[src/include/hseq_pkg.sv]
// Package: homing sequencer constants and types
package hseq_pkg;
   localparam logic [31:0] PPR_RESET = 32'h0000_2710;
   localparam logic [31:0] NUM_RESET = 32'h0000_0001;
   localparam logic [7:0] METHOD_RESET = 8'h13;
   localparam logic [7:0] EDGE_BASE = 8'h10;
   localparam logic [7:0] M_NEG_INDEX = 8'h21;
   localparam logic [7:0] M_POS_INDEX = 8'h22;
   localparam logic [7:0] M_HERE_LO = 8'h23;
   localparam logic [7:0] M_HERE_HI = 8'h25;

   typedef enum logic [1:0] {SRC_NLIM, SRC_PLIM, SRC_HOME, SRC_NONE} hseq_src_t;

   typedef struct packed {
      logic valid;
      logic dir_pos;
      hseq_src_t src;
      logic rise;
      logic far_side;
      logic use_index;
      logic here;
   } hseq_plan_t;

   typedef struct packed {
      logic neg_limit;
      logic pos_limit;
      logic home_sw;
      logic index;
   } hseq_pins_t;
endpackage

[src/hseq_top.sv]
// Homing search sequencer with electronic gear ratio selection
`timescale 1ns/1ps
module hseq_top
   import hseq_pkg::*;
(
   input wire logic I_CLOCK,
   input wire logic I_RST_N,
   input wire logic I_CE,
   input wire logic I_PPR_WE,
   input wire logic [31:0] I_PPR_DATA,
   input wire logic [31:0] I_GEAR_NUM,
   input wire logic [31:0] I_ENC_RES,
   input wire logic [7:0] I_METHOD,
   input wire logic I_START,
   input wire logic I_ABORT,
   input wire logic [31:0] I_POSITION,
   input wire logic I_NEG_LIMIT,
   input wire logic I_POS_LIMIT,
   input wire logic I_HOME_SW,
   input wire logic I_INDEX,
   output logic [31:0] O_PPR,
   output logic [31:0] O_RATIO_NUM,
   output logic [31:0] O_RATIO_DEN,
   output logic O_MOVING,
   output logic O_DIR_POS,
   output logic O_SLOW,
   output logic O_DONE,
   output logic O_ERROR,
   output logic O_HOME_STROBE,
   output logic [31:0] O_HOME_POS
);
   typedef enum logic [2:0] {ST_IDLE, ST_SEEK, ST_EDGE, ST_INDEX, ST_DONE} hseq_state_t;

   // Method table; edge methods reuse the base pattern
   function automatic hseq_plan_t decode(input logic [7:0] m);
      hseq_plan_t p;
      logic [7:0] b;
      p = '0;
      b = (m > EDGE_BASE && m <= 8'h20) ? m - EDGE_BASE : m;
      p.use_index = (m <= 8'h0e);
      p.valid = 1'b1;
      case (b)
         8'h01: begin p.src = SRC_NLIM; end
         8'h02: begin p.src = SRC_PLIM; p.dir_pos = 1'b1; end
         8'h03, 8'h07, 8'h0a: begin p.src = SRC_HOME; p.dir_pos = 1'b1; end
         8'h04, 8'h08, 8'h09: begin
            p.src = SRC_HOME;
            p.dir_pos = 1'b1;
            p.rise = 1'b1;
         end
         8'h05, 8'h0b: begin p.src = SRC_HOME; end
         8'h06, 8'h0c: begin p.src = SRC_HOME; p.rise = 1'b1; end
         8'h0d: begin p.src = SRC_HOME; p.rise = 1'b1; p.far_side = 1'b1; end
         8'h0e: begin p.src = SRC_HOME; p.far_side = 1'b1; end
         default: begin
            p.src = SRC_NONE;
            if (m == M_NEG_INDEX || m == M_POS_INDEX) begin
               p.use_index = 1'b1;
               p.dir_pos = (m == M_POS_INDEX);
            end else if (m >= M_HERE_LO && m <= M_HERE_HI) begin
               p.here = 1'b1;
            end else begin
               p.valid = 1'b0;
            end
         end
      endcase
      return p;
   endfunction

   hseq_pins_t s1_q, s2_q, prev_q;
   hseq_state_t st_q;
   hseq_plan_t plan_q;
   logic [31:0] ppr_q;
   logic seen_q;
   logic moving_q, dir_q, slow_q, done_q, err_q, strobe_q;
   logic [31:0] home_q;
   logic [31:0] ratio_q;

   // Pins cross two stages before any logic looks at them
   always_ff @(posedge I_CLOCK or negedge I_RST_N) begin
      if (!I_RST_N) begin
         s1_q <= '0;
         s2_q <= '0;
         prev_q <= '0;
      end else if (I_CE) begin
         s1_q <= {I_NEG_LIMIT, I_POS_LIMIT, I_HOME_SW, I_INDEX};
         s2_q <= s1_q;
         prev_q <= s2_q;
      end
   end

   wire hseq_plan_t plan_in = decode(I_METHOD);
   wire sw_now = (plan_q.src == SRC_NLIM) ? s2_q.neg_limit :
                 (plan_q.src == SRC_PLIM) ? s2_q.pos_limit : s2_q.home_sw;
   wire sw_old = (plan_q.src == SRC_NLIM) ? prev_q.neg_limit :
                 (plan_q.src == SRC_PLIM) ? prev_q.pos_limit : prev_q.home_sw;
   wire sw_rise = sw_now && !sw_old;
   wire sw_fall = !sw_now && sw_old;
   wire want_edge = plan_q.rise ? sw_rise : sw_fall;
   wire index_rise = s2_q.index && !prev_q.index;
   // Limit methods use the limit falling edge
   wire is_limit = (plan_q.src == SRC_NLIM) || (plan_q.src == SRC_PLIM);
   wire edge_hit = is_limit ? sw_fall : want_edge;
   // Far-side methods need the switch crossed once before the counted edge
   wire far_ok = !plan_q.far_side || seen_q;
   wire edge_ok = edge_hit && far_ok;

   always_ff @(posedge I_CLOCK or negedge I_RST_N) begin
      if (!I_RST_N) begin
         ppr_q <= PPR_RESET;
      end else if (I_CE && I_PPR_WE && I_PPR_DATA != 32'h0000_0000) begin
         ppr_q <= I_PPR_DATA;
      end
   end

   wire [31:0] ratio_sel = (ppr_q != I_ENC_RES) ? I_ENC_RES : I_GEAR_NUM;

   // Registered data output; follows a setting change one clock later
   always_ff @(posedge I_CLOCK or negedge I_RST_N) begin
      if (!I_RST_N) begin
         ratio_q <= NUM_RESET;
      end else if (I_CE) begin
         ratio_q <= ratio_sel;
      end
   end

   always_ff @(posedge I_CLOCK or negedge I_RST_N) begin
      if (!I_RST_N) begin
         st_q <= ST_IDLE;
         plan_q <= '0;
         seen_q <= 1'b0;
         moving_q <= 1'b0;
         dir_q <= 1'b0;
         slow_q <= 1'b0;
         done_q <= 1'b0;
         err_q <= 1'b0;
         strobe_q <= 1'b0;
         home_q <= '0;
      end else if (I_CE) begin
         strobe_q <= 1'b0;
         if (I_ABORT && st_q != ST_IDLE) begin
            st_q <= ST_IDLE;
            moving_q <= 1'b0;
            slow_q <= 1'b0;
         end else begin
            case (st_q)
               ST_IDLE: begin
                  if (I_START) begin
                     plan_q <= plan_in;
                     seen_q <= 1'b0;
                     done_q <= 1'b0;
                     err_q <= !plan_in.valid;
                     slow_q <= 1'b0;
                     dir_q <= plan_in.dir_pos;
                     if (!plan_in.valid) begin
                        st_q <= ST_IDLE;
                     end else if (plan_in.here) begin
                        home_q <= I_POSITION;
                        strobe_q <= 1'b1;
                        st_q <= ST_DONE;
                     end else begin
                        moving_q <= 1'b1;
                        st_q <= (plan_in.src == SRC_NONE) ? ST_INDEX : ST_SEEK;
                     end
                  end
               end
               ST_SEEK: begin
                  if (sw_now) begin
                     slow_q <= 1'b1;
                     st_q <= ST_EDGE;
                     // Rising-edge methods other than far-side ones meet their edge on the way in
                     if (edge_ok && plan_q.use_index) begin
                        st_q <= ST_INDEX;
                     end else if (edge_ok) begin
                        home_q <= I_POSITION;
                        strobe_q <= 1'b1;
                        moving_q <= 1'b0;
                        st_q <= ST_DONE;
                     end
                  end
               end
               ST_EDGE: begin
                  if (plan_q.far_side && sw_fall && !seen_q) begin
                     seen_q <= 1'b1;
                  end
                  if (edge_ok) begin
                     if (plan_q.use_index) begin
                        st_q <= ST_INDEX;
                     end else begin
                        home_q <= I_POSITION;
                        strobe_q <= 1'b1;
                        moving_q <= 1'b0;
                        st_q <= ST_DONE;
                     end
                  end
               end
               ST_INDEX: begin
                  if (index_rise) begin
                     home_q <= I_POSITION;
                     strobe_q <= 1'b1;
                     moving_q <= 1'b0;
                     st_q <= ST_DONE;
                  end
               end
               ST_DONE: begin
                  done_q <= 1'b1;
                  slow_q <= 1'b0;
                  st_q <= ST_IDLE;
               end
               default: begin
                  st_q <= ST_IDLE;
               end
            endcase
         end
      end
   end

   assign O_PPR = ppr_q;
   assign O_RATIO_NUM = ratio_q;
   assign O_RATIO_DEN = ppr_q;
   assign O_MOVING = moving_q;
   assign O_DIR_POS = dir_q;
   assign O_SLOW = slow_q;
   assign O_DONE = done_q;
   assign O_ERROR = err_q;
   assign O_HOME_STROBE = strobe_q;
   assign O_HOME_POS = home_q;

   ppr_floor_a: assert property (@(posedge I_CLOCK) disable iff (!I_RST_N)
      ppr_q != 32'h0000_0000) else $error("ppr zero");
   ratio_sel_a: assert property (@(posedge I_CLOCK) disable iff (!I_RST_N)
      (I_CE && ppr_q == I_ENC_RES) |=> O_RATIO_NUM == $past(I_GEAR_NUM))
      else $error("ratio num");
   ratio_enc_a: assert property (@(posedge I_CLOCK) disable iff (!I_RST_N)
      (I_CE && ppr_q != I_ENC_RES) |=> O_RATIO_NUM == $past(I_ENC_RES))
      else $error("ratio enc");
   here_home_a: assert property (@(posedge I_CLOCK) disable iff (!I_RST_N)
      (I_CE && st_q == ST_IDLE && I_START && plan_in.here && plan_in.valid)
      |=> strobe_q && !moving_q && home_q == $past(I_POSITION)) else $error("here");
   index_home_a: assert property (@(posedge I_CLOCK) disable iff (!I_RST_N)
      (I_CE && !I_ABORT && st_q == ST_INDEX && index_rise) |=> strobe_q && st_q == ST_DONE)
      else $error("index home");
   edge_home_a: assert property (@(posedge I_CLOCK) disable iff (!I_RST_N)
      (I_CE && !I_ABORT && st_q == ST_EDGE && edge_ok && !plan_q.use_index)
      |=> strobe_q) else $error("edge home");
   slow_set_a: assert property (@(posedge I_CLOCK) disable iff (!I_RST_N)
      (I_CE && !I_ABORT && st_q == ST_SEEK && sw_now) |=> slow_q) else $error("slow");
   dir_neg_a: assert property (@(posedge I_CLOCK) disable iff (!I_RST_N)
      (I_CE && st_q == ST_IDLE && I_START && I_METHOD == M_NEG_INDEX) |=> !dir_q)
      else $error("dir 33");
endmodule

[config.mk]
export PLATFORM = sky130hd
export DESIGN_NAME = hseq_top
export DESIGN_NICKNAME = d
export VERILOG_FILES = /design/src/include/hseq_pkg.sv /design/src/hseq_top.sv
export SDC_FILE = /design/constraint.sdc
export NUM_CORES = 1
export LEC_CHECK = 0
export BUFFER_PORTS_ARGS = -buffer_cell sky130_fd_sc_hd__buf_2
export CAP_MARGIN = 10
export CORE_ASPECT_RATIO = 1.2
export CORE_MARGIN = 1
export CORE_UTILIZATION = 48
export DETAILED_ROUTE_END_ITERATION = 10
export PLACE_DENSITY_LB_ADDON = 0.2
export SLEW_MARGIN = 20
export SYNTH_ARGS = -nofsm -noshare
export SYNTH_HDL_FRONTEND = slang
export SYNTH_SLANG_ARGS = --single-unit
export TNS_END_PERCENT = 100
[constraint.sdc]
create_clock -name I_CLOCK -period 3.25 [get_ports I_CLOCK]
set_input_delay 0.4875 -clock I_CLOCK [delete_from_list [all_inputs] [get_ports I_CLOCK]]
set_output_delay 0.4875 -clock I_CLOCK [all_outputs]
set_load 0.01 [all_outputs]
# Word level (Yosys, flattened, before mapping)
# Index checks and enable logic that the tools add are counted.
[classes]
add_sub_neg = 1
magnitude_cmp = 5
n_eq_ne = 42
mux = 70
n_bitwise = 1
reduce_logical = 43
[op_table]
columns = ["cell", "count"]
rows = [
  ["32-bit two-way mux", 10],
  ["32-bit one-hot mux with 4 select lines", 1],
  ["8-bit by 4-bit == test with 1-bit output, second input constant", 7],
  ["1-bit two-way mux", 38],
  ["8-bit by 3-bit == test with 1-bit output, second input constant", 4],
  ["32-bit inequality test", 1],
  ["32-bit nonzero test", 1],
  ["3-bit two-way mux", 10],
  ["3-bit inequality test, second input constant", 9],
  ["2-bit inequality test, second input constant", 10],
  ["8-bit by 2-bit == test with 1-bit output, second input constant", 2],
  ["8-bit by 6-bit == test with 1-bit output, second input constant", 2],
  ["8-bit by 6-bit less-or-equal comparator with 1-bit output, second input constant", 2],
  ["14-bit OR reduction", 1],
  ["7-bit OR reduction", 2],
  ["1-bit logical AND", 12],
  ["3-bit one-hot mux with 4 select lines", 1],
  ["12-bit AND reduction", 1],
  ["4-bit AND reduction", 3],
  ["12-bit OR reduction", 1],
  ["11-bit AND reduction", 1],
  ["5-bit AND reduction", 2],
  ["8-bit by 1-bit == test with 1-bit output, second input constant", 1],
  ["8-bit by 6-bit >= comparator with 1-bit output, second input constant", 1],
  ["25 further kinds", 39],
]
[word_totals]
regBits = 123
in_bits = 146
output_inout_bits = 134

# Longest topological paths before layout
# Gate-level depths: netlist of the first run.
[depth]
ltp_word = 13
ltp_mapped = 9
ltp_nobuf = 8

# Least setup slack after synthesis of the first run
# Ideal clock, no wire load.
[synth_timing]
path_kind = "in2reg"
from = "in I_METHOD[0]"
to = "reg home_q[10], in the netlist O_HOME_POS[10]"
setup_time_ps = 125
arrival_time_ps = 2343
t_required_ps = 3125
slack_ps = 782
stages = 8
n_path_buf = 2
path_cell_list = "buf_2 > or4_1 > o221ai_2 > o211ai_2 > o211ai_2 > o21ai_4 > buf_6 > mux2_4"
[synth_via]
elab_chain_cells = 8
elab_cells_between_ends = 34
cone_classes = "add/sub (1); order compare (4); eq/ne (18); mux (6); reduce/logical (5)"
[synth_lines]
columns = ["item", "line", "text"]
rows = [
  ["start, declared", "hseq_top.sv:13", "input wire logic [7:0] I_METHOD,"],
  ["8-bit by 5-bit > comparator with 1-bit output / 8-bit by 6-bit less-or-equal comparator with 1-bit output (equally long branches)", "hseq_top.sv:39", "b = (m > EDGE_BASE && m <= 8'h20) ? m - EDGE_BASE : m;"],
  ["1-bit logical AND", "hseq_top.sv:39", ""],
  ["8-bit two-way mux", "hseq_top.sv:39", ""],
  ["8-bit by 4-bit == test with 1-bit output (tied with other cells)", "hseq_top.sv:42", "case (b)"],
  ["14-bit OR reduction (no source line)", "n/a", ""],
  ["1-bit two-way mux / 2-bit two-way mux (equally long branches)", "hseq_top.sv:42", ""],
  ["2-bit inequality test (no source line)", "n/a", ""],
  ["12-bit AND reduction (no source line) (*)", "n/a", ""],
  ["end signal, assigned", "hseq_top.sv:138", "home_q <= '0;"],
  ["end signal, assigned", "hseq_top.sv:158", "home_q <= I_POSITION;"],
  ["end signal, assigned", "hseq_top.sv:175", "home_q <= I_POSITION;"],
  ["end, declared", "hseq_top.sv:76", "logic [31:0] home_q;"],
]
# Mark *: on every way between the ends. The rest lies on a longest branch, timed or not.
# A chain may end at the register's enable or synchronous reset.

# Worst setup path in the final report of the first run
[layout_timing]
from = "reg plan_q[4] in the netlist's numbering"
to = "reg home_q[0], in the netlist O_HOME_POS[0]"
[layout_via]
elab_chain_cells = 11
elab_cells_between_ends = 20
cone_classes = "eq/ne (5); mux (6); reduce/logical (9)"
[layout_lines]
columns = ["item", "line", "text"]
rows = [
  ["start, declared", "hseq_top.sv:72", "hseq_plan_t plan_q;"],
  ["start signal, assigned", "hseq_top.sv:149", "plan_q <= plan_in;"],
  ["2-bit by 1-bit == test with 1-bit output", "hseq_top.sv:94, hseq_top.sv:96, hseq_top.sv:102", ""],
  ["1-bit two-way mux (on tied branches)", "hseq_top.sv:94, hseq_top.sv:96", ""],
  ["1-bit two-way mux (on tied branches)", "hseq_top.sv:93, hseq_top.sv:95", ""],
  ["1-bit logical NOT (on tied branches)", "hseq_top.sv:98, hseq_top.sv:97", ""],
  ["1-bit logical AND (on tied branches)", "hseq_top.sv:98, hseq_top.sv:97", ""],
  ["1-bit two-way mux", "hseq_top.sv:99", "wire want_edge = plan_q.rise ? sw_rise : sw_fall;"],
  ["1-bit two-way mux", "hseq_top.sv:103", "wire edge_hit = is_limit ? sw_fall : want_edge;"],
  ["1-bit logical AND", "hseq_top.sv:106", "wire edge_ok = edge_hit && far_ok;"],
  ["1-bit logical AND", "hseq_top.sv:172", "if (edge_ok && plan_q.use_index) begin"],
  ["2-bit inequality test (no source line)", "n/a", ""],
  ["12-bit AND reduction (no source line) (*)", "n/a", ""],
  ["end signal, assigned", "hseq_top.sv:175", ""],
  ["end signal, assigned", "hseq_top.sv:190", "home_q <= I_POSITION;"],
  ["end signal, assigned", "hseq_top.sv:199", "home_q <= I_POSITION;"],
]
# Marks and branches as above.

==> metrics.txt, run 1 <==
initial antenna violation count 0; vias 5167; ANT cells 0; CP required 3.54 ns; core area 12700 um^2; Placement Rows 45; clock sinks 123; power density over the cells 700 nW/um^2; crit end category flop; placed cell area 7630 um^2; vias in the first global route 5209; Slew Limit Fails 0; Filler Cells Inserted 1070; Ports 280; YS warnings 0; worst hold margin 0.0545 ns; setup bufs post-CTS 0; Layout Utilization 64.7%; Die X 107 um; outcome finished clean; GPL Wtd Cong 0.886; Final HPWL DP 13500 um; Final Hold Fails 0; fin nets 944; layout cells sized above 1 51.0%; CP max FO 34; post-synthesis async set-or-reset flop share 100%; deepest clock path buffer count 2; worst slew pin tran 0.587 ns; GRT overflow 0; DR pass1 iterations 7; Seq. cell area 3090 um^2; worst-skew pair later-pin latency 0.41 ns; Final Cell Area 8230 um^2; Final setup viols 0; Multi-input gate area 2830 um^2; Post-Synthesis Cell Area 6310 um^2; vias per inst 5.33; number of max-cap violations 0; relative slew slack 60.9%; Post-synth EDFFs 0; Unique masters post-synth 53; aggregate negative setup slack 0 ns; final wirelength 17700 um; Worst-path clk slew 0.06 ns; register bit total from synthesis 123; worst reg2reg path depth 7; chip height 128 um; P&R area growth vs syn 30.4%; routed length on met1 7200 um; Hold Crit Class in -> async; Startpoint Class flop; critical path class reg -> reg; syn avg cell area 11.6 um^2; cts bufs inserted 17; highest metal used met4; Tot GR Track Use 26.5%; WP data arrival 3.11 ns; Worst VDD drop 0.000340 V; Antenna Nets Post-Route 0; drt drc 0; RSZ-0062 raised after global routing no; port bufs 279; WL/cell 18.3 um; Clock Skew 0.0121 ns; Seq/Total Area, Yosys 48.9%; met3 WL 1080 um; first-pass GRT wire length 27400 um; largest net degree at the start of global routing 59; Net Count, Synth 695; leakage 3.94 nW; ys flop type dfrtp_1; most common library cell in the layout ignoring fill and taps buf_2; die area 13600 um^2; met2 WL 9040 um; CTS tree done; post-CTS sizing 0; Max Clk Rate 0.355 GHz; Post-CTS Hold Buffers 0; Root Driver clkbuf_16; R2R setup slack 0.43 ns; H-Tree Depth 4; Tcrit/Tclk final 86.7%; minimum clock period 2.82 ns; commonest non-fill, non-tap cells in the layout buf_2 (278), dfrtp_1 (117), mux2_2 (49); Syn Inst Count 544; DR iter-0 viols 284; Starting Density 49.6%
Yosys cell counts, types with 6 or more instances:
master / count / area (um^2)
xor2_1: 32 / 280
clkbuf_1: 16 / 60.1
nor4_1: 18 / 113
mux2_2: 49 / 552
buf_4: 32 / 240
mux2_4: 28 / 420
a21oi_1: 40 / 200
o21ai_0: 13 / 65.1
inv_1: 10 / 37.5
nand2_1: 19 / 71.3
nor2_1: 46 / 173
dfrtp_1: 117 / 2930
dfstp_2: 6 / 158
mux2i_1: 36 / 360
logic make-up (layout without fill, tap and decap cells):
group	count (synthesis)	after routing	synth area share (%)
flops	123	123	48.9
simple gates	116	116	9.05
mux	113	113	21.1
compound gates	86	86	8.92
buf+inv	68	330	6.50
xor+xnor	33	33	4.58
fa+ha+maj	5	5	0.991
through the flow:
step / power [mW] / worst slack, ns / cells
floorplan: 3.26 / 0.782 / 544
global placement: 3.83 / 0.482 / 938
detailed placement: 3.88 / 0.351 / 938
CTS: 5.81 / 0.441 / 970
global route: 6.05 / 0.329 / 970
finish: 5.77 / 0.431 / 970
routing by layer:
layer	GRT usage, %	up-vias
met5	0	-
met4	10.2	0
met3	5.41	32
met2	45.9	244
met1	32.3	2481
li1	-	2410
power breakdown:
group,internal (mW),switching (mW),total [mW]
sequential,1.91,0.296,2.20
clock,1.17,0.734,1.90
combinational,0.861,0.801,1.66
total,3.93,1.83,5.77
worst max-delay path, cell delays in order, from the launching register on:
cell	delay [ns]
dfrtp_1	0.43
or3b_4	0.42
a2111o_1	0.48
a211oi_2	0.23
a211oi_1	0.09
o21ai_4	0.13
buf_4	0.49
mux2_2	0.40
layout make-up:
type,instances,share of cell area [%]
repair buffers,288,18.0
flip-flops and latches,123,37.5
multi-input cells,353,34.3
well taps,164,2.49
inverters,10,0.456
clock inverters,14,1.95
clock buffers,18,5.33
flip-flops by register name, summed over array words and instances (netlist names):
signal / count
s1_q: 4
O_HOME_STROBE: 1
st_q: 3
prev_q: 4
O_DIR_POS: 1
O_ERROR: 1
O_PPR: 32
s2_q: 4
O_RATIO_NUM: 32
O_DONE: 1
O_SLOW: 1
seen_q: 1
O_MOVING: 1
O_HOME_POS: 32
plan_q: 5
final timing paths:
kind	from	endpoint
worst min-delay path	I_RST_N	O_ERROR$_DFFE_PN0P_
min in group I_CLOCK	I_POSITION[30]	O_HOME_POS[30]$_DFFE_PN0P_
worst max register to register	plan_q[4]$_DFFE_PN0P_	O_HOME_POS[0]$_DFFE_PN0P_
worst min register to register	O_HOME_STROBE$_DFFE_PN0P_	O_HOME_STROBE$_DFFE_PN0P_
worst max-delay path	plan_q[4]$_DFFE_PN0P_	O_HOME_POS[0]$_DFFE_PN0P_
max in group asynchronous	I_RST_N	O_RATIO_NUM[0]$_DFFE_PN1P_
(Power assumes the default switching activity.)
==> inputs of run 2 (changes only) <==
--- a/config.mk
+++ b/config.mk
@@ -7,11 +7,14 @@
 export LEC_CHECK = 0
 export BUFFER_PORTS_ARGS = -buffer_cell sky130_fd_sc_hd__buf_2
 export CAP_MARGIN = 10
+export CELL_PAD_IN_SITES_DETAIL_PLACEMENT = 1
+export CELL_PAD_IN_SITES_GLOBAL_PLACEMENT = 1
 export CORE_ASPECT_RATIO = 1.2
 export CORE_MARGIN = 1
-export CORE_UTILIZATION = 48
+export CORE_UTILIZATION = 36
 export DETAILED_ROUTE_END_ITERATION = 10
 export PLACE_DENSITY_LB_ADDON = 0.2
+export RECOVER_POWER = 25
 export SLEW_MARGIN = 20
 export SYNTH_ARGS = -nofsm -noshare
 export SYNTH_HDL_FRONTEND = slang
==> run 2 against run 1 <==
Net effect:
- the flow now finishes with violations (capacitance limit, slew limit)
- wire length grew 12%
- worst setup slack lost 0.080 ns
- worst hold slack gained 0.25 ns
- design area grew 0.84%
- critical endpoint unchanged
- core utilization shrank 16 points
==> metrics.txt, run 2 (synthesized netlist as in run 1, its figures left out) <==
outcome complete, but fails checks; failing checks capacitance limit, slew limit; setup bufs post-CTS 0 (unchanged); Startpoint Class flop; Root Driver clkbuf_16; die area 18100 um^2 (+33%); crit-path max cell delay 0.48 ns (about the same); first-pass GRT wire length 30700 um (+12%); worst-skew pair later-pin latency 0.42 ns (about the same); Antenna Nets Post-Route 0 (unchanged); vias per inst 4.99 (-6.4%); DR iter-0 viols 209 (-26%); Worst-path clk slew 0.06 ns (about the same); Starting Density 37.0% (-13 points); DR pass1 iterations 4 (-3); crit-path cells or3b_4, a2111o_1, a211oi_2, a211oi_1, o21ai_4, buf_12, mux2_2; worst path bufs/invs 1 (unchanged); Final Cell Area 8300 um^2 (+0.84%); Filler Cells Inserted 1944 (+82%); chip height 147 um (+15%); Final HPWL DP 15600 um (+15%); final wirelength 19900 um (+12%); WL/cell 19.5 um (+6.5%); CP max FO 24 (-29%); worst hold margin 0.300 ns (+0.245 ns); drt drc 0 (unchanged); H-Tree Depth 4 (unchanged); largest net degree at the start of global routing 70 (+19%); CP required 3.55 ns (about the same); vias 5100 (-1.3%); Max Clk Rate 0.345 GHz (-2.8%); Seq. cell area 3090 um^2 (unchanged); RSZ-0062 raised after global routing no; Tcrit/Tclk final 89.2% (+2.5 points); CP top delay family compound AO/OA/AOI/OAI gates; number of max-cap violations 1 (+1); Slew Limit Fails 56 (+56); placed cell area 7710 um^2 (+0.97%); Tot GR Track Use 22.9% (-3.6 points); CTS tree done; Final setup viols 0 (unchanged); Design Power 5.82 mW (+0.92%); deepest clock path buffer count 2 (unchanged); Clock Skew 0.0104 ns (-0.00173 ns); power density over the cells 701 nW/um^2 (about the same); WP data arrival 3.20 ns (+0.09 ns); critical path class reg -> reg; worst reg2reg path depth 7 (unchanged); leakage 3.94 nW (about the same); Placement Rows 52 (+16%); cts bufs inserted 17 (unchanged); Worst VDD drop 0.000323 V (-5.0%); Multi-input gate area 2830 um^2 (unchanged); Crit path depth 7 (unchanged); aggregate negative setup slack 0 ns (unchanged); GRT overflow 0 (unchanged); commonest non-fill, non-tap cells in the layout buf_2 (278), dfrtp_1 (117), mux2_2 (49); worst slew pin tran 2.58 ns (+1.99 ns); Hold Path Cell Cnt 2; core area 17000 um^2 (+34%); P&R area growth vs syn 31.5%; Ports 280 (unchanged); Hold Crit Class in -> reg; Final Hold Fails 0 (unchanged); fin nets 943 (-0.11%); layout cells sized above 1 50.3% (-0.68 points); crit end category flop; port bufs 279 (unchanged); GPL Wtd Cong 0.881 (-0.50%); Setup WS pre-CTS 0.316 ns (-0.0356 ns); Die X 123 um (+15%); initial antenna violation count 2 (+2); most common library cell in the layout ignoring fill and taps buf_2; minimum clock period 2.90 ns (+0.0804 ns); vias in the first global route 5520 (+6.0%); Post-CTS Hold Buffers 0 (unchanged); post-CTS sizing 0 (unchanged); clock sinks 123 (unchanged); CP max-delay cell a2111o_1; relative slew slack -71.7% (-130 points); worst setup margin 0.351 ns (-0.0804 ns)
run 2: cell count changes in the layout (fill, tap and decap cells not counted), sizes merged:
cell           previous run  this run
inv                      15        10
bufinv                    2         3
clkinv                    6         4
clkdlybuf4s15             0         1
buf                     288       286
clkbuf                   18        24
diode                     0         2
run 2: cell type report:
cell class              count  area share, %
repair buffers            287           17.8
multi-input cells         353           34.0
flip-flops and latches    123           37.2
clock inverters             8           1.42
well taps                 216           3.26
clock buffers              24           5.80
inverters                  10          0.452
diodes                      2         0.0603
run 2: metrics by stage:
stage / instances / util (%)
after floorplan: 544 / -
after global placement: 989 / 45.2
after detailed placement: 989 / 45.2
after CTS: 1021 / 48.7
after global routing: 1021 / 48.7
final: 1023 / 48.7
run 2: report_power, final:
| group | switching (mW) | internal, mW |
|---|---|---|
| logic | 0.808 | 0.864 |
| clock network | 0.671 | 1.26 |
| registers | 0.304 | 1.91 |
| total | 1.78 | 4.03 |
run 2: final timing paths:
path | startpoint | to | slack [ns]
max in group asynchronous | I_RST_N | prev_q[1]$_DFFE_PN0P_ | 0.60
setup / recovery | plan_q[4]$_DFFE_PN0P_ | O_HOME_POS[0]$_DFFE_PN0P_ | 0.35
hold / removal | I_POSITION[1] | O_HOME_POS[1]$_DFFE_PN0P_ | 0.30
hold reg to reg | seen_q$_DFFE_PN0P_ | seen_q$_DFFE_PN0P_ | 0.48
setup reg to reg | plan_q[4]$_DFFE_PN0P_ | O_HOME_POS[0]$_DFFE_PN0P_ | 0.35
min in group asynchronous | I_RST_N | O_ERROR$_DFFE_PN0P_ | 0.99
run 2: per-layer routing:
layer,track usage [%],vias up,part of all wire [%]
met3,6.21,13,6.0
met4,6.40,0,1.2
met2,39.7,166,52
met5,0,-,0
li1,-,2403,-
met1,27.5,2518,40
==> inputs of run 3 (changes only) <==
--- a/config.mk
+++ b/config.mk
@@ -5,13 +5,14 @@
 export SDC_FILE = /design/constraint.sdc
 export NUM_CORES = 1
 export LEC_CHECK = 0
+export ABC_AREA = 1
 export BUFFER_PORTS_ARGS = -buffer_cell sky130_fd_sc_hd__buf_2
-export CAP_MARGIN = 10
+export CAP_MARGIN = 20
 export CELL_PAD_IN_SITES_DETAIL_PLACEMENT = 1
 export CELL_PAD_IN_SITES_GLOBAL_PLACEMENT = 1
 export CORE_ASPECT_RATIO = 1.2
 export CORE_MARGIN = 1
-export CORE_UTILIZATION = 36
+export CORE_UTILIZATION = 34
 export DETAILED_ROUTE_END_ITERATION = 10
 export PLACE_DENSITY_LB_ADDON = 0.2
 export RECOVER_POWER = 25
==> run 3 against run 2 <==
Net effect:
- the flow now finishes without violations
- sequential share of layout area shrank 1.4 points
- synthesized cell count up 50%
- synthesized area up 4.4%
- clock power grew 10%
- via count increased by 25%
- non-clock buffer count rose by 3
- core utilization down 3.1 points
- global-route usage shrank 0.43 points
- design area up 4.0%
- clock skew up 0.0040 ns
- critical path type unchanged
- largest cell class unchanged
- highest routed layer unchanged
==> metrics.txt, run 3 <==
crit end category flop; RSZ-0062 raised after global routing no; GPL Wtd Cong 0.874 (-0.82%); worst-skew pair later-pin latency 0.43 ns (about the same); outcome finished clean; Worst VDD drop 0.000401 V (+24%); Post-synth top cells nand2_1 (172), dfrtp_1 (117), inv_1 (111); drt drc 0 (unchanged); CTS tree done; simple-gate share of the synthesized area 21.4% (+12 points); Post-Synthesis Cell Area 6590 um^2 (+4.4%); post-synthesis adder-cell area fraction 0.949% (-0.042 points); largest family of logic cells by synthesized area simple AND/OR/NAND/NOR gates; Post-synth EDFFs 0 (unchanged); Post-Synth XOR/XNOR Area 2.52% (-2.1 points); Layout Utilization 45.6% (-3.1 points); first-pass GRT wire length 34000 um (+11%); port bufs 279 (unchanged); largest net degree at the start of global routing 87 (+24%); syn avg cell area 8.10 um^2 (-30%); post-CTS sizing 0 (unchanged); P&R area growth vs syn 31.0%; cts bufs inserted 17 (unchanged); CP max FO 15 (-38%); Startpoint Class flop; Worst-path clk slew 0.06 ns (about the same); ys flop type dfrtp_1; initial antenna violation count 1 (-1); Placement Rows 55 (+5.8%); Seq/Total Area, Yosys 46.8% (-2.0 points); worst slew pin tran 1.44 ns (-1.13 ns); Slew Limit Fails 0 (-100%); Unique masters post-synth 41 (-23%); H-Tree Depth 4 (unchanged); final wirelength 21800 um (+9.1%); core area 18900 um^2 (+11%); fin nets 1208 (+28%); worst path bufs/invs 1 (unchanged); power density over the cells 701 nW/um^2 (about the same); leakage 4.65 nW (+18%); vias 6356 (+25%); commonest non-fill, non-tap cells in the layout buf_2 (278), nand2_1 (172), dfrtp_1 (117); Final setup viols 0 (unchanged); CP max-delay cell nor4_1; Syn Inst Count 814 (+50%); layout cells sized above 1 33.7% (-17 points); DR iter-0 viols 169 (-19%); Post-CTS Hold Buffers 0 (unchanged); Compound-Gate Fraction of Synth Area 14.7% (+5.8 points); clock sinks 123 (unchanged); relative slew slack 3.82% (+76 points); number of max-cap violations 0 (-1); CP top delay family simple AND/OR/NAND/NOR gates; Filler Cells Inserted 2394 (+23%); Root Driver clkbuf_16; most frequent cell after synthesis nand2_1; most common library cell in the layout ignoring fill and taps buf_2; minimum clock period 2.33 ns (-0.566 ns); aggregate negative setup slack 0 ns (unchanged); vias in the first global route 6484 (+17%); R2R setup slack 0.92 ns (+0.57 ns); crit-path max cell delay 0.58 ns (+0.10 ns); Starting Density 34.8% (-2.2 points); cell taking the most area after synthesis dfrtp_1; die area 20000 um^2 (+10%); GRT overflow 0 (unchanged); vias per inst 4.79 (-3.9%); Tcrit/Tclk final 71.8% (-17 points); register bit total from synthesis 123 (unchanged); proportion of synthesized area in mux cells 0.683% (-20 points); crit-path cells nand2_1, o21ai_0, nor4_1, nand2_1, nor2_2, nand2_1, buf_4, o21ai_0, o22ai_1; Clock Skew 0.0143 ns (+0.00396 ns); Area contributors post-synth dfrtp_1 (44%), nand2_1 (9.8%), o21ai_0 (6.5%); Net Count, Synth 965 (+39%); setup bufs post-CTS 0 (unchanged); Antenna Nets Post-Route 0 (unchanged); Final Hold Fails 0 (unchanged); CP required 3.53 ns (-0.02 ns); chip height 155 um (+5.1%); WP data arrival 2.61 ns (-0.59 ns); YS warnings 0 (unchanged); critical path class reg -> reg; Max Clk Rate 0.429 GHz (+24%); DR pass1 iterations 4 (unchanged); CP most frequent cell nand2_1; Synth top area share 44.4% (-1.9 points); WL/cell 16.4 um (-16%); deepest clock path buffer count 2 (unchanged); Hold Crit Class in -> reg; Die X 129 um (+5.0%); Ports 280 (unchanged); Tot GR Track Use 22.5% (-0.43 points); Final HPWL DP 16900 um (+8.7%); post-synthesis async set-or-reset flop share 100% (unchanged)
run 3: cell count changes after synthesis, moves of 45 or more:
cell / delta
nand2_1: +153
inv_1: +101
o21ai_0: +72
nand3_1: +48
mux2_2: -45
run 3: through the flow:
step / setup slack, ns / hold slack [ns] / total power [mW] / area (um^2) / cells
after floorplan: 1.02 / 0.192 / 3.33 / 6590 / 814
after detailed placement: 0.492 / 0.454 / 3.99 / 7990 / 1294
after CTS: 0.846 / 0.168 / 6.15 / 8650 / 1325
final: 0.917 / 0.289 / 6.06 / 8640 / 1327
after global routing: 0.485 / 0.287 / 6.43 / 8630 / 1326
after global placement: 0.551 / 0.451 / 3.93 / 7990 / 1294
run 3: report_power, final:
group,internal (mW),total [mW],switching (mW)
Clock,1.38,2.13,0.741
Sequential,1.90,2.16,0.265
Combinational,0.657,1.77,1.11
run 3: path summary, 6_finish.rpt:
| kind | startpoint | endpoint | cells past startpoint |
|---|---|---|---|
| worst max-delay path | O_PPR[19]$_DFFE_PN0P_ | O_RATIO_NUM[26]$_DFFE_PN0P_ | 9 |
| worst min-delay path | I_HOME_SW | s1_q[1]$_DFFE_PN0P_ | 3 |
| max in group asynchronous | I_RST_N | O_HOME_POS[14]$_DFFE_PN0P_ | 2 |
| worst max register to register | O_PPR[19]$_DFFE_PN0P_ | O_RATIO_NUM[26]$_DFFE_PN0P_ | 9 |
| min in group asynchronous | I_RST_N | s2_q[2]$_DFFE_PN0P_ | 1 |
| worst min register to register | O_HOME_POS[10]$_DFFE_PN0P_ | O_HOME_POS[10]$_DFFE_PN0P_ | 2 |
run 3: worst register-to-register path, cell delays in order (launching register included):
cell and delay [ns]:
dfrtp_1 0.47, nand2_1 0.11, o21ai_0 0.20, nor4_1 0.58, nand2_1 0.13, nor2_2 0.14
nand2_1 0.09, buf_4 0.19, o21ai_0 0.19, o22ai_1 0.09
run 3: cells by family (layout without fill, tap and decap cells):
family	count (synthesis)	count (layout)
compound gates	176	176
xor+xnor	19	19
fa+ha+maj	5	5
buf+inv	181	436
flops	123	123
mux	4	4
other cells	0	2
simple gates	306	306
run 3: area by class of cell:
cell class                      instances  area, um^2  area share, %
Multi-Input combinational cell        510        2660           30.8
Sequential cell                       123        3090           35.7
Timing Repair Buffer                  290        1480           17.1
Clock buffer                           18         439           5.08
Antenna cell                            2        5.00         0.0579
Inverter                              115         432           5.00
Tap cell                              256         320           3.71
Clock inverter                         13         216           2.51
run 3: metal layers:
layer | vias up | GRT usage [%] | share of wire (%)
li1 | 3117 | - | -
met1 | 3006 | 25.5 | 40
met2 | 199 | 40.7 | 52
met3 | 34 | 4.60 | 4.9
met4 | 0 | 8.68 | 2.4
met5 | - | 0 | 0
